===== src/gst_map.svh =====
// Register offsets, field positions, reset values for the gated 16-bit timer.
// Assumes byte addresses on a 32-bit Avalon-MM slave; included by bare name.
`ifndef GST_MAP_SVH
`define GST_MAP_SVH
// ****************************************
// Register offsets (register index, byte address is four times it)
// ****************************************
`define GST_IDX_INTCTL 8'h0b
`define GST_IDX_FLAGS 8'h0c
`define GST_IDX_CNT_LO 8'h0e
`define GST_IDX_CNT_HI 8'h0f
`define GST_IDX_CTRL 8'h10
`define GST_IDX_CMP2B 8'h1a
`define GST_IDX_ENABLES 8'h8c
`define GST_IDX_SYSCFG 8'h40
`define GST_IDX_PORTA 8'h41
// ****************************************
// Field positions and reset values
// ****************************************
`define GST_CTRL_ON 0
`define GST_CTRL_CS 1
`define GST_CTRL_NOSYNC 2
`define GST_CTRL_OSCEN 3
`define GST_CTRL_PS_LO 4
`define GST_CTRL_GE 6
`define GST_CTRL_GINV 7
`define GST_INT_PERIPHERAL_INTERRUPT_ENABLE 6
`define GST_INT_GIE 7
`define GST_FLAG_OVF 0
`define GST_CMP2B_GSS 1
`define GST_CMP2B_RESET 8'h02
`define GST_DIR_RESET 8'h3f
`endif


===== src/gst_pkg.sv =====
// Types shared by the gated 16-bit timer.
// Assumes the map header supplies all numbers.
package gst_pkg;
  typedef enum logic [1:0] {
    GST_EDGE_WAIT_LOW = 2'b00,
    GST_EDGE_ARMED = 2'b01
  } gst_edge_e;
  typedef logic [7:0] gst_byte_t;
endpackage : gst_pkg


===== src/gst_timer.sv =====
// Gated 16-bit timer with prescaler, gate select and overflow interrupt.
// Assumes a 100 MHz sys_clk, pins asynchronous to it, Avalon-MM master.
// Notes on behaviour
// - Counter wraps all-ones to zero, sets flag.
// - Interrupt needs overflow, peripheral, global enables.
// - Flag stays set until software clears it.
// - Prescale field selects divide by 1,2,4,8.
// - Writing either counter byte clears prescaler.
// - Gate from pin or comparator two output.
// - Gate enable ignored while timer is off.
// - Invert bit picks gate true level.
// - Source select picks pin edges or internal.
// - Sync bit only decides whether sleep stops pin counting.
// - Falling edge needed before first counting edge.
// - Unsynchronised counting continues in sleep, wakes.
// - Byte reads give valid value while running.
// - Crystal enable honoured only with suitable clock.
// - Oscillator forces port A direction bits.
// - Shared low-power oscillator keeps running in sleep.
// - Wake branches to vector only if global enabled.
//
// The Avalon-MM slave port was left to the implementer.
`timescale 1ns/100ps
`include "gst_map.svh"
module gst_timer
  import gst_pkg::*;
#(
  parameter int INSTR_DIV = 4
) (
  input wire logic sys_clk,
  input wire logic arst_n,
  input wire logic [9:0] avs_address,
  input wire logic avs_read,
  input wire logic avs_write,
  input wire logic [31:0] avs_writedata,
  input wire logic [3:0] avs_byteenable,
  output logic [31:0] avs_readdata,
  output logic avs_waitrequest,
  output logic [1:0] avs_response,
  input wire logic external_clock_pin,
  input wire logic gate_input_pin,
  input wire logic comparator_two_output,
  input wire logic sleep_mode,
  output logic irq_request,
  output logic wake_request,
  output logic wake_to_vector,
  output logic lp_osc_for_timer,
  output logic keep_sys_clock_in_sleep,
  output logic [7:0] port_a_direction
);
  // ****************************************
  // Register bus
  // ****************************************
  logic [7:0] ctrl_q, intctl_q, enables_q, cmp2b_q, syscfg_q, dir_q;
  logic ovf_flag_q;
  logic [15:0] count_q;
  logic [2:0] pre_q;
  logic ack_q;
  logic [7:0] idx;
  logic wr_go, hit;
  logic [7:0] rd_byte;
  logic [2:0] icnt_q;
  assign idx = avs_address[9:2];
  // One wait state: the answer comes at the second edge of the request.
  assign avs_waitrequest = (avs_read | avs_write) & ~ack_q;
  assign wr_go = avs_write & ack_q & avs_byteenable[0];

  // Wait-state toggle, cleared once the request is answered.
  always_ff @(posedge sys_clk or negedge arst_n) begin
    if (!arst_n) begin
      ack_q <= 1'b0;
    end else begin
      ack_q <= (avs_read | avs_write) & ~ack_q;
    end
  end

  // Software-written control registers.
  always_ff @(posedge sys_clk or negedge arst_n) begin
    if (!arst_n) begin
      ctrl_q <= 8'h00;
      intctl_q <= 8'h00;
      enables_q <= 8'h00;
      cmp2b_q <= `GST_CMP2B_RESET;
      syscfg_q <= 8'h00;
      dir_q <= `GST_DIR_RESET;
    end else if (wr_go) begin
      case (idx)
        `GST_IDX_CTRL: ctrl_q <= avs_writedata[7:0];
        `GST_IDX_INTCTL: intctl_q <= avs_writedata[7:0];
        `GST_IDX_ENABLES: enables_q <= avs_writedata[7:0];
        `GST_IDX_CMP2B: cmp2b_q <= avs_writedata[7:0];
        `GST_IDX_SYSCFG: syscfg_q <= avs_writedata[7:0];
        `GST_IDX_PORTA: dir_q <= avs_writedata[7:0];
        default: ;
      endcase
    end
  end

  // ****************************************
  // Clock source and gate
  // ****************************************
  logic ext_s1_q, ext_s2_q, ext_s3_q;
  logic gate_s1_q, gate_s2_q, cmp_s1_q, cmp_s2_q;
  // First stages feed only second stages, so metastability stays contained.
  always_ff @(posedge sys_clk or negedge arst_n) begin
    if (!arst_n) begin
      ext_s1_q <= 1'b0;
      ext_s2_q <= 1'b0;
      ext_s3_q <= 1'b0;
      gate_s1_q <= 1'b0;
      gate_s2_q <= 1'b0;
      cmp_s1_q <= 1'b0;
      cmp_s2_q <= 1'b0;
    end else begin
      ext_s1_q <= external_clock_pin;
      ext_s2_q <= ext_s1_q;
      ext_s3_q <= ext_s2_q;
      gate_s1_q <= gate_input_pin;
      gate_s2_q <= gate_s1_q;
      cmp_s1_q <= comparator_two_output;
      cmp_s2_q <= cmp_s1_q;
    end
  end

  // Instruction clock tick, one in every INSTR_DIV system cycles.
  always_ff @(posedge sys_clk or negedge arst_n) begin
    if (!arst_n) begin
      icnt_q <= 3'd0;
    end else if (icnt_q == 3'(INSTR_DIV - 1)) begin
      icnt_q <= 3'd0;
    end else begin
      icnt_q <= icnt_q + 3'd1;
    end
  end

  logic ext_mode, gate_raw, gate_true, run;
  logic sync_rise, sync_fall, osc_ok;
  assign ext_mode = ctrl_q[`GST_CTRL_CS];
  assign gate_raw = cmp2b_q[`GST_CMP2B_GSS] ? cmp_s2_q : gate_s2_q;
  assign gate_true = ctrl_q[`GST_CTRL_GINV] ? gate_raw : ~gate_raw;
  // Gate enable only matters while the timer is on.
  assign run = ctrl_q[`GST_CTRL_ON] & (~ctrl_q[`GST_CTRL_GE] | gate_true);
  assign sync_rise = ext_s2_q & ~ext_s3_q;
  assign sync_fall = ~ext_s2_q & ext_s3_q;
  // Crystal is usable only with the low-power or internal-no-output clock.
  assign osc_ok = syscfg_q[0] | syscfg_q[1];
  assign lp_osc_for_timer = ctrl_q[`GST_CTRL_OSCEN] & osc_ok;
  assign keep_sys_clock_in_sleep = lp_osc_for_timer & syscfg_q[0];
  assign port_a_direction = lp_osc_for_timer ? (dir_q | 8'h30) : dir_q;

  // Edge qualifier: a falling edge must be seen before counting rises.
  gst_edge_e edge_q;
  always_ff @(posedge sys_clk or negedge arst_n) begin
    if (!arst_n) begin
      edge_q <= GST_EDGE_WAIT_LOW;
    end else if (!ext_mode || !ctrl_q[`GST_CTRL_ON]) begin
      edge_q <= GST_EDGE_WAIT_LOW;
    end else if (sync_fall) begin
      edge_q <= GST_EDGE_ARMED;
    end
  end

  // The unsynchronised setting counts the same synchronised edges in this
  // single-clock build; it differs only in that sleep does not stop it.
  logic in_tick;
  always_comb begin
    if (ext_mode) begin
      in_tick = sync_rise & (edge_q == GST_EDGE_ARMED);
    end else begin
      in_tick = (icnt_q == 3'd0) & ~sleep_mode;
    end
  end

  // ****************************************
  // Prescaler and counter
  // ****************************************
  logic cnt_wr, pre_tick, ovf_evt;
  logic [2:0] pre_max;
  assign cnt_wr = wr_go & ((idx == `GST_IDX_CNT_LO) | (idx == `GST_IDX_CNT_HI));
  assign pre_max = 3'((1 << ctrl_q[`GST_CTRL_PS_LO +: 2]) - 1);
  assign pre_tick = run & in_tick & (pre_q == pre_max);
  assign ovf_evt = pre_tick & (count_q == 16'hffff);
  // Sleep halts synchronised counting; unsynchronised keeps going.
  logic sleep_block;
  assign sleep_block = sleep_mode & ~(ext_mode & ctrl_q[`GST_CTRL_NOSYNC]);

  always_ff @(posedge sys_clk or negedge arst_n) begin
    if (!arst_n) begin
      pre_q <= 3'd0;
    end else if (cnt_wr) begin
      pre_q <= 3'd0;
    end else if (pre_q > pre_max) begin
      pre_q <= 3'd0; // A ratio written below the current prescaler count restarts the divider.
    end else if (run & in_tick & ~sleep_block) begin
      pre_q <= (pre_q == pre_max) ? 3'd0 : pre_q + 3'd1;
    end
  end

  always_ff @(posedge sys_clk or negedge arst_n) begin
    if (!arst_n) begin
      count_q <= 16'h0000;
    end else if (wr_go && idx == `GST_IDX_CNT_LO) begin
      count_q[7:0] <= avs_writedata[7:0];
    end else if (wr_go && idx == `GST_IDX_CNT_HI) begin
      count_q[15:8] <= avs_writedata[7:0];
    end else if (pre_tick & ~sleep_block) begin
      count_q <= count_q + 16'h0001;
    end
  end

  // Overflow flag: hardware set wins over a software clear.
  logic flag_wr;
  assign flag_wr = wr_go & (idx == `GST_IDX_FLAGS);
  always_ff @(posedge sys_clk or negedge arst_n) begin
    if (!arst_n) begin
      ovf_flag_q <= 1'b0;
    end else if (ovf_evt & ~sleep_block) begin
      ovf_flag_q <= 1'b1;
    end else if (flag_wr) begin
      ovf_flag_q <= avs_writedata[`GST_FLAG_OVF];
    end
  end

  logic pend;
  assign pend = ovf_flag_q & enables_q[0] & intctl_q[`GST_INT_PERIPHERAL_INTERRUPT_ENABLE];
  assign irq_request = pend & intctl_q[`GST_INT_GIE];
  assign wake_request = pend & sleep_mode & ctrl_q[`GST_CTRL_ON];
  assign wake_to_vector = wake_request & intctl_q[`GST_INT_GIE];

  // ****************************************
  // Read data
  // ****************************************
  always_comb begin
    hit = 1'b1;
    case (idx)
      `GST_IDX_INTCTL: rd_byte = intctl_q;
      `GST_IDX_FLAGS: rd_byte = {7'd0, ovf_flag_q};
      `GST_IDX_CNT_LO: rd_byte = count_q[7:0];
      `GST_IDX_CNT_HI: rd_byte = count_q[15:8];
      `GST_IDX_CTRL: rd_byte = ctrl_q;
      `GST_IDX_CMP2B: rd_byte = cmp2b_q;
      `GST_IDX_ENABLES: rd_byte = enables_q;
      `GST_IDX_SYSCFG: rd_byte = syscfg_q;
      `GST_IDX_PORTA: rd_byte = port_a_direction;
      default: begin
        rd_byte = 8'h00;
        hit = 1'b0;
      end
    endcase
  end

  // Read data registered in the answering cycle; unmapped reads give zero.
  always_ff @(posedge sys_clk or negedge arst_n) begin
    if (!arst_n) begin
      avs_readdata <= 32'h0000_0000;
      avs_response <= 2'b00;
    end else begin
      avs_readdata <= 32'h0000_0000;
      avs_response <= 2'b00;
      if ((avs_read | avs_write) & ~ack_q) begin
        avs_readdata <= {24'h00_0000, rd_byte};
        avs_response <= hit ? 2'b00 : 2'b10;
      end
    end
  end

  // ****************************************
  // Checks
  // ****************************************
  property p_ovf_sets;
    @(posedge sys_clk) disable iff (!arst_n) (ovf_evt & ~sleep_block & ~cnt_wr) |=> ovf_flag_q && count_q == 16'h0000;
  endproperty
  a_ovf_sets: assert property (p_ovf_sets) else $error("overflow did not set flag");
  property p_irq;
    @(posedge sys_clk) disable iff (!arst_n) irq_request |-> ovf_flag_q && enables_q[0] && intctl_q[7:6] == 2'b11;
  endproperty
  a_irq: assert property (p_irq) else $error("interrupt without enables");
  property p_flag_hold;
    @(posedge sys_clk) disable iff (!arst_n) (ovf_flag_q && !flag_wr) |=> ovf_flag_q;
  endproperty
  a_flag_hold: assert property (p_flag_hold) else $error("flag dropped without clear");
  property p_pre_clr;
    @(posedge sys_clk) disable iff (!arst_n) cnt_wr |=> pre_q == 3'd0;
  endproperty
  a_pre_clr: assert property (p_pre_clr) else $error("prescaler not cleared");
  property p_off_hold;
    @(posedge sys_clk) disable iff (!arst_n) (!ctrl_q[0] && !cnt_wr) |=> $stable(count_q);
  endproperty
  a_off_hold: assert property (p_off_hold) else $error("counted while off");
  property p_pre_lim;
    @(posedge sys_clk) disable iff (!arst_n) pre_q <= pre_max || $changed(ctrl_q);
  endproperty
  a_pre_lim: assert property (p_pre_lim) else $error("prescaler out of range");
  property p_gate;
    @(posedge sys_clk) disable iff (!arst_n) (ctrl_q[6] && !gate_true && !cnt_wr) |=> $stable(count_q);
  endproperty
  a_gate: assert property (p_gate) else $error("counted with gate false");
  property p_dir;
    @(posedge sys_clk) disable iff (!arst_n) lp_osc_for_timer |-> port_a_direction[5:4] == 2'b11;
  endproperty
  a_dir: assert property (p_dir) else $error("direction bits not forced");

  // ****************************************
  // Further checks on counting, wake-up and the bus answer
  // ****************************************
  // Every qualified prescaler tick adds exactly one, wrapping at the top.
  property p_cnt_inc;
    @(posedge sys_clk) disable iff (!arst_n)
      (pre_tick & ~sleep_block & ~cnt_wr) |=> count_q == $past(count_q) + 16'h0001;
  endproperty
  a_cnt_inc: assert property (p_cnt_inc) else $error("counter did not step by one");
  // With all three enables set, a pending flag must reach the request line.
  property p_irq_on;
    @(posedge sys_clk) disable iff (!arst_n)
      (ovf_flag_q && enables_q[0] && intctl_q[`GST_INT_GIE] && intctl_q[`GST_INT_PERIPHERAL_INTERRUPT_ENABLE]) |-> irq_request;
  endproperty
  a_irq_on: assert property (p_irq_on) else $error("enabled interrupt not raised");
  // A flag write without a same-cycle overflow stores the written bit.
  property p_flag_clr;
    @(posedge sys_clk) disable iff (!arst_n)
      (flag_wr && !(ovf_evt && !sleep_block)) |=> ovf_flag_q == $past(avs_writedata[`GST_FLAG_OVF]);
  endproperty
  a_flag_clr: assert property (p_flag_clr) else $error("flag write not applied");
  // Prescaler ticks short of the selected ratio leave the count alone.
  property p_pre_step;
    @(posedge sys_clk) disable iff (!arst_n)
      (run && in_tick && pre_q < pre_max && !cnt_wr) |=> $stable(count_q);
  endproperty
  a_pre_step: assert property (p_pre_step) else $error("count moved before prescale end");
  // The internal source counts only on instruction clock ticks.
  property p_int_tick;
    @(posedge sys_clk) disable iff (!arst_n)
      (!ext_mode && icnt_q != 3'h0 && !cnt_wr) |=> $stable(count_q);
  endproperty
  a_int_tick: assert property (p_int_tick) else $error("count moved between instruction ticks");
  // No external edge counts until a falling edge has armed the qualifier.
  property p_ext_arm;
    @(posedge sys_clk) disable iff (!arst_n)
      (ext_mode && edge_q == GST_EDGE_WAIT_LOW) |-> !in_tick;
  endproperty
  a_ext_arm: assert property (p_ext_arm) else $error("rising edge counted before falling edge");
  // Sleep freezes every source except the unsynchronised pin.
  property p_sleep_hold;
    @(posedge sys_clk) disable iff (!arst_n)
      (sleep_block && !cnt_wr) |=> $stable(count_q);
  endproperty
  a_sleep_hold: assert property (p_sleep_hold) else $error("count moved in sleep");
  // Wake-up needs sleep, a running timer, the flag and both lower enables.
  property p_wake;
    @(posedge sys_clk) disable iff (!arst_n)
      wake_request |-> (sleep_mode && ctrl_q[`GST_CTRL_ON] && ovf_flag_q && enables_q[0] && intctl_q[`GST_INT_PERIPHERAL_INTERRUPT_ENABLE]);
  endproperty
  a_wake: assert property (p_wake) else $error("wake without its conditions");
  // The system clock is held in sleep only when it shares the crystal.
  property p_keep;
    @(posedge sys_clk) disable iff (!arst_n)
      keep_sys_clock_in_sleep |-> (lp_osc_for_timer && syscfg_q[0]);
  endproperty
  a_keep: assert property (p_keep) else $error("clock kept without shared crystal");
  // The vectored wake-up also needs the global enable.
  property p_vector;
    @(posedge sys_clk) disable iff (!arst_n)
      wake_to_vector |-> (wake_request && intctl_q[`GST_INT_GIE]);
  endproperty
  a_vector: assert property (p_vector) else $error("vector without global enable");
  // A request never waits more than one cycle for its answer.
  property p_bus_ans;
    @(posedge sys_clk) disable iff (!arst_n)
      ((avs_read || avs_write) && avs_waitrequest) |=> !avs_waitrequest;
  endproperty
  a_bus_ans: assert property (p_bus_ans) else $error("bus answer late");
  // A write to the low byte lands in the count unchanged.
  property p_lo_write;
    @(posedge sys_clk) disable iff (!arst_n)
      (wr_go && idx == `GST_IDX_CNT_LO) |=> count_q[7:0] == $past(avs_writedata[7:0]);
  endproperty
  a_lo_write: assert property (p_lo_write) else $error("low byte write lost");
endmodule : gst_timer


===== config.mk =====
export PLATFORM = sky130hd
export DESIGN_NAME = gst_timer
export DESIGN_NICKNAME = d
export VERILOG_FILES = /design/src/gst_pkg.sv /design/src/gst_timer.sv
export VERILOG_INCLUDE_DIRS = /design/src /design/src/src
export SDC_FILE = /design/constraint.sdc
export NUM_CORES = 1
export LEC_CHECK = 0
export ABC_CLOCK_PERIOD_IN_PS = 2400
export BUFFER_PORTS_ARGS = -buffer_cell sky130_fd_sc_hd__buf_2
export CAP_MARGIN = 20
export CORE_ASPECT_RATIO = 1.2
export CORE_MARGIN = 1.5
export CORE_UTILIZATION = 50
export DETAILED_ROUTE_END_ITERATION = 8
export PLACE_DENSITY_LB_ADDON = 0.3
export SYNTH_ARGS = -nofsm -noshare
export SYNTH_HDL_FRONTEND = slang
export SYNTH_SLANG_ARGS = --single-unit

===== constraint.sdc =====
create_clock -name sys_clk -period 2.4 [get_ports sys_clk]
set_input_delay 0 -clock sys_clk [delete_from_list [all_inputs] [get_ports sys_clk]]
set_output_delay 0 -clock sys_clk [all_outputs]
set_load 0.005 [all_outputs]

==> reports/metrics.yaml <==
layout:
  final_layout_size_suffix_gt1_frac: 0.328
  insertedDiodeCount: 0
  final_core_util: 0.596
  final_common_cell: "dfrtp_1"
  area_growth_pct: 16.3
  final_cell_mix: "82 x dfrtp_1, 46 x buf_2, 41 x mux2_2"
  nNetsFinal: 568
  fillCellCount: 807
  fin_cells: 635
logic_synthesis:
  ys_ff_latch: 89
  yosys.cell_types.count: 71
  netlist_area_um2: 4850
  ys.flop_type: "dfrtp_1"
  syn_inst: 443
  avgSynthCellArea_um2: 11.0
  synth_edf_count: 0
  ys.warnings.count: 0
  yosysSeqAreaShare: 0.461
  synthArstFlopShare: 1.00
sta:
  final-max-slew-violation-count: 0
  max_slew_margin: 0.527
  period_minus_slack_ns: 2.34
  timing.fmax_mhz: 428
  finalHoldViolations: 0
  finClkSkew_ns: 0.00687
  fin_crit_sh: 0.974
  tns_ns: 0
  setup-violations-final: 0
  postLayoutSetupSlackWorst_ns: 0.0633
  tightestPinTransition_ns: 0.707
clock_network:
  cts-root-to-sink-buffers: 2
  clock-sinks: 89
  clock_latency_ns: 0.35
  clkTransAtPathRegs_ns: 0.07
  cts_tree: "built"
  cts.htree.levels: 3
  post_cts_buffers: 0
  cts_made_buffers: 9
  clockRootBuffer: "clkbuf_16"
power_and_ir_drop:
  p_total_uw: 3260
  p_per_area_nw_per_um2: 577
  peakVddDrop_uv: 476
  leakagePower_uw: 0.00263
routing:
  via_count: 3708
  drcViolationCount: 0
  routed_wl_um: 12100
  wire_per_inst_um: 19.1
  drt-pass1-iter-count: 5
  via_per_inst: 5.84
  drtAntennaViolNets: 0
  drtIter0Drc: 311
hold_path:
  hold_class: "in -> reg"
global_route:
  grt_pass1_wl_um: 19500
  grt_pass1_vias: 3736
  grt_usage: 0.246
  grt_max_degree: 47
  antenna_found_initial: 0
  grt_overflow_total: 0
placement:
  gp_congestion: 0.923
  post-place-ws_ns: 0.000683
  dp_cells: 612
  dp_hpwl_um: 8620
  port_buffers: 47
run:
  maxCapViolCount: 0
worst_setup_path:
  startpoint_type: "flop"
  arrival_ns: 2.58
  crit_type: "reg -> reg"
  worstPathRequired_ns: 2.64
  end_kind: "flop"
  path_max_fanout: 5
floorplanning:
  coreArea_um2: 9470
  rows: 39
  io_pins: 102
  dieHeight_um: 111
  die_area_um2: 10300
  die_w_um: 93.0
  start_util: 0.513
run_status:
  status: "finished, final reports clean"
-- logic make-up after synthesis --
family          after synthesis  synth area share
fa+ha+maj                     7            0.0180
mux                          61             0.145
xor+xnor                      7            0.0126
compound gates               76             0.110
flops                        89             0.461
buf+inv                      58            0.0724
other cells                   1          0.000772
simple gates                144             0.181
-- worst paths after layout --
check / from / end / slack [ns] / cells past startpoint
worst max register to register: ctrl_q[5]$_DFFE_PN0P_ / count_q[9]$_DFFE_PN0P_ / 0.06 / 7
worst max-delay path: ctrl_q[5]$_DFFE_PN0P_ / count_q[9]$_DFFE_PN0P_ / 0.06 / 7
worst min-delay path: avs_writedata[5] / count_q[5]$_DFFE_PN0P_ / 0.01 / 3
worst min register to register: cmp_s1_q$_DFF_PN0_ / cmp_s2_q$_DFF_PN0_ / 0.35 / 0
max in group asynchronous: arst_n / cmp2b_q[1]$_DFFE_PN1P_ / 1.50 / 3
min in group asynchronous: arst_n / avs_readdata[5]$_DFF_PN0_ / 0.20 / 2
-- through the flow --
stage | hold WS (ns) | cell area (um2)
after floorplan | -0.296 | 4940
after global placement | 0.0219 | 5200
after detailed placement | 0.0304 | 5200
after CTS | 0.00563 | 5580
after global routing | 0.0301 | 5650
final | 0.0133 | 5650
-- per-layer routing --
layer / vias to the layer above / part of all wire / track usage
met4: 0 / 0.024 / 0.0848
met1: 1844 / 0.41 / 0.308
met3: 27 / 0.048 / 0.0432
met5: - / 0 / 0
met2: 134 / 0.52 / 0.423
li1: 1703 / - / -
-- sequential cells by signal, summed over array words and instances, names as in the netlist, 3 cells and up --
| name | cells |
|---|---|
| cmp2b_q | 8 |
| enables_q | 8 |
| avs_readdata | 8 |
| intctl_q | 8 |
| ctrl_q | 8 |
| dir_q | 8 |
| syscfg_q | 8 |
| count_q | 16 |
| icnt_q | 3 |
| pre_q | 3 |
-- worst max-delay path, stage by stage, from the launching register on --
cell and delay, ns:
dfrtp_1 0.37, or2_2 0.32, ha_4 0.29, and3_1 0.23, o2111ai_1 0.31, nor2_2 0.31, a211oi_1 0.14, a211oi_1 0.27
-- cells in the mapped netlist (3+ instances only) --
master | instances | share of area
a211oi_1 | 3 | 0.0046
a21oi_1 | 12 | 0.012
a221oi_1 | 6 | 0.011
a22oi_1 | 12 | 0.019
a31o_2 | 3 | 0.0054
a31oi_1 | 7 | 0.0090
and2_1 | 5 | 0.0064
and3_1 | 6 | 0.0077
buf_4 | 31 | 0.048
clkbuf_1 | 8 | 0.0062
dfrtp_1 | 82 | 0.42
dfstp_2 | 7 | 0.038
ha_1 | 7 | 0.018
inv_1 | 12 | 0.0093
mux2_2 | 41 | 0.095
mux2_4 | 8 | 0.025
mux2i_1 | 12 | 0.025
nand2_1 | 27 | 0.021
nand2b_1 | 4 | 0.0052
nand3_1 | 14 | 0.014
nand4_1 | 5 | 0.0064
nor2_1 | 27 | 0.021
nor3_1 | 9 | 0.0093
nor3b_1 | 3 | 0.0046
nor4_1 | 5 | 0.0064
nor4_4 | 3 | 0.013
o21ai_0 | 12 | 0.012
o22ai_1 | 3 | 0.0039
or2_2 | 6 | 0.0077
or4_1 | 3 | 0.0046
xnor2_1 | 7 | 0.013
-- report_power, final --
group	leakage [uW]	switching, uW	internal, uW
registers	0.00119	20.9	1530
logic	0.00129	136	76.6
clock network	0.000150	580	913
total	0.00263	737	2520
-- final cells by class --
| type | instances | area, um2 | share of cell area |
|---|---|---|---|
| multi-input cells | 320 | 2420 | 0.429 |
| flip-flops and latches | 89 | 2240 | 0.396 |
| clock buffers | 11 | 233 | 0.0412 |
| well taps | 123 | 154 | 0.0273 |
| repair buffers | 74 | 470 | 0.0833 |
| clock inverters | 5 | 81.3 | 0.0144 |
| inverters | 13 | 48.8 | 0.00864 |
-- what timing repair did --
| item | CTS | global route |
|---|---|---|
| setup endpoints to repair | 3 | 9 |
| gates resized for setup | 0 | 10 |
| hold buffers | 7 | 0 |
| endpoints found under the hold margin | 43 | 0 |
| pin swaps | 0 | 4 |
Note: power is estimated with default switching activity, not from simulation.
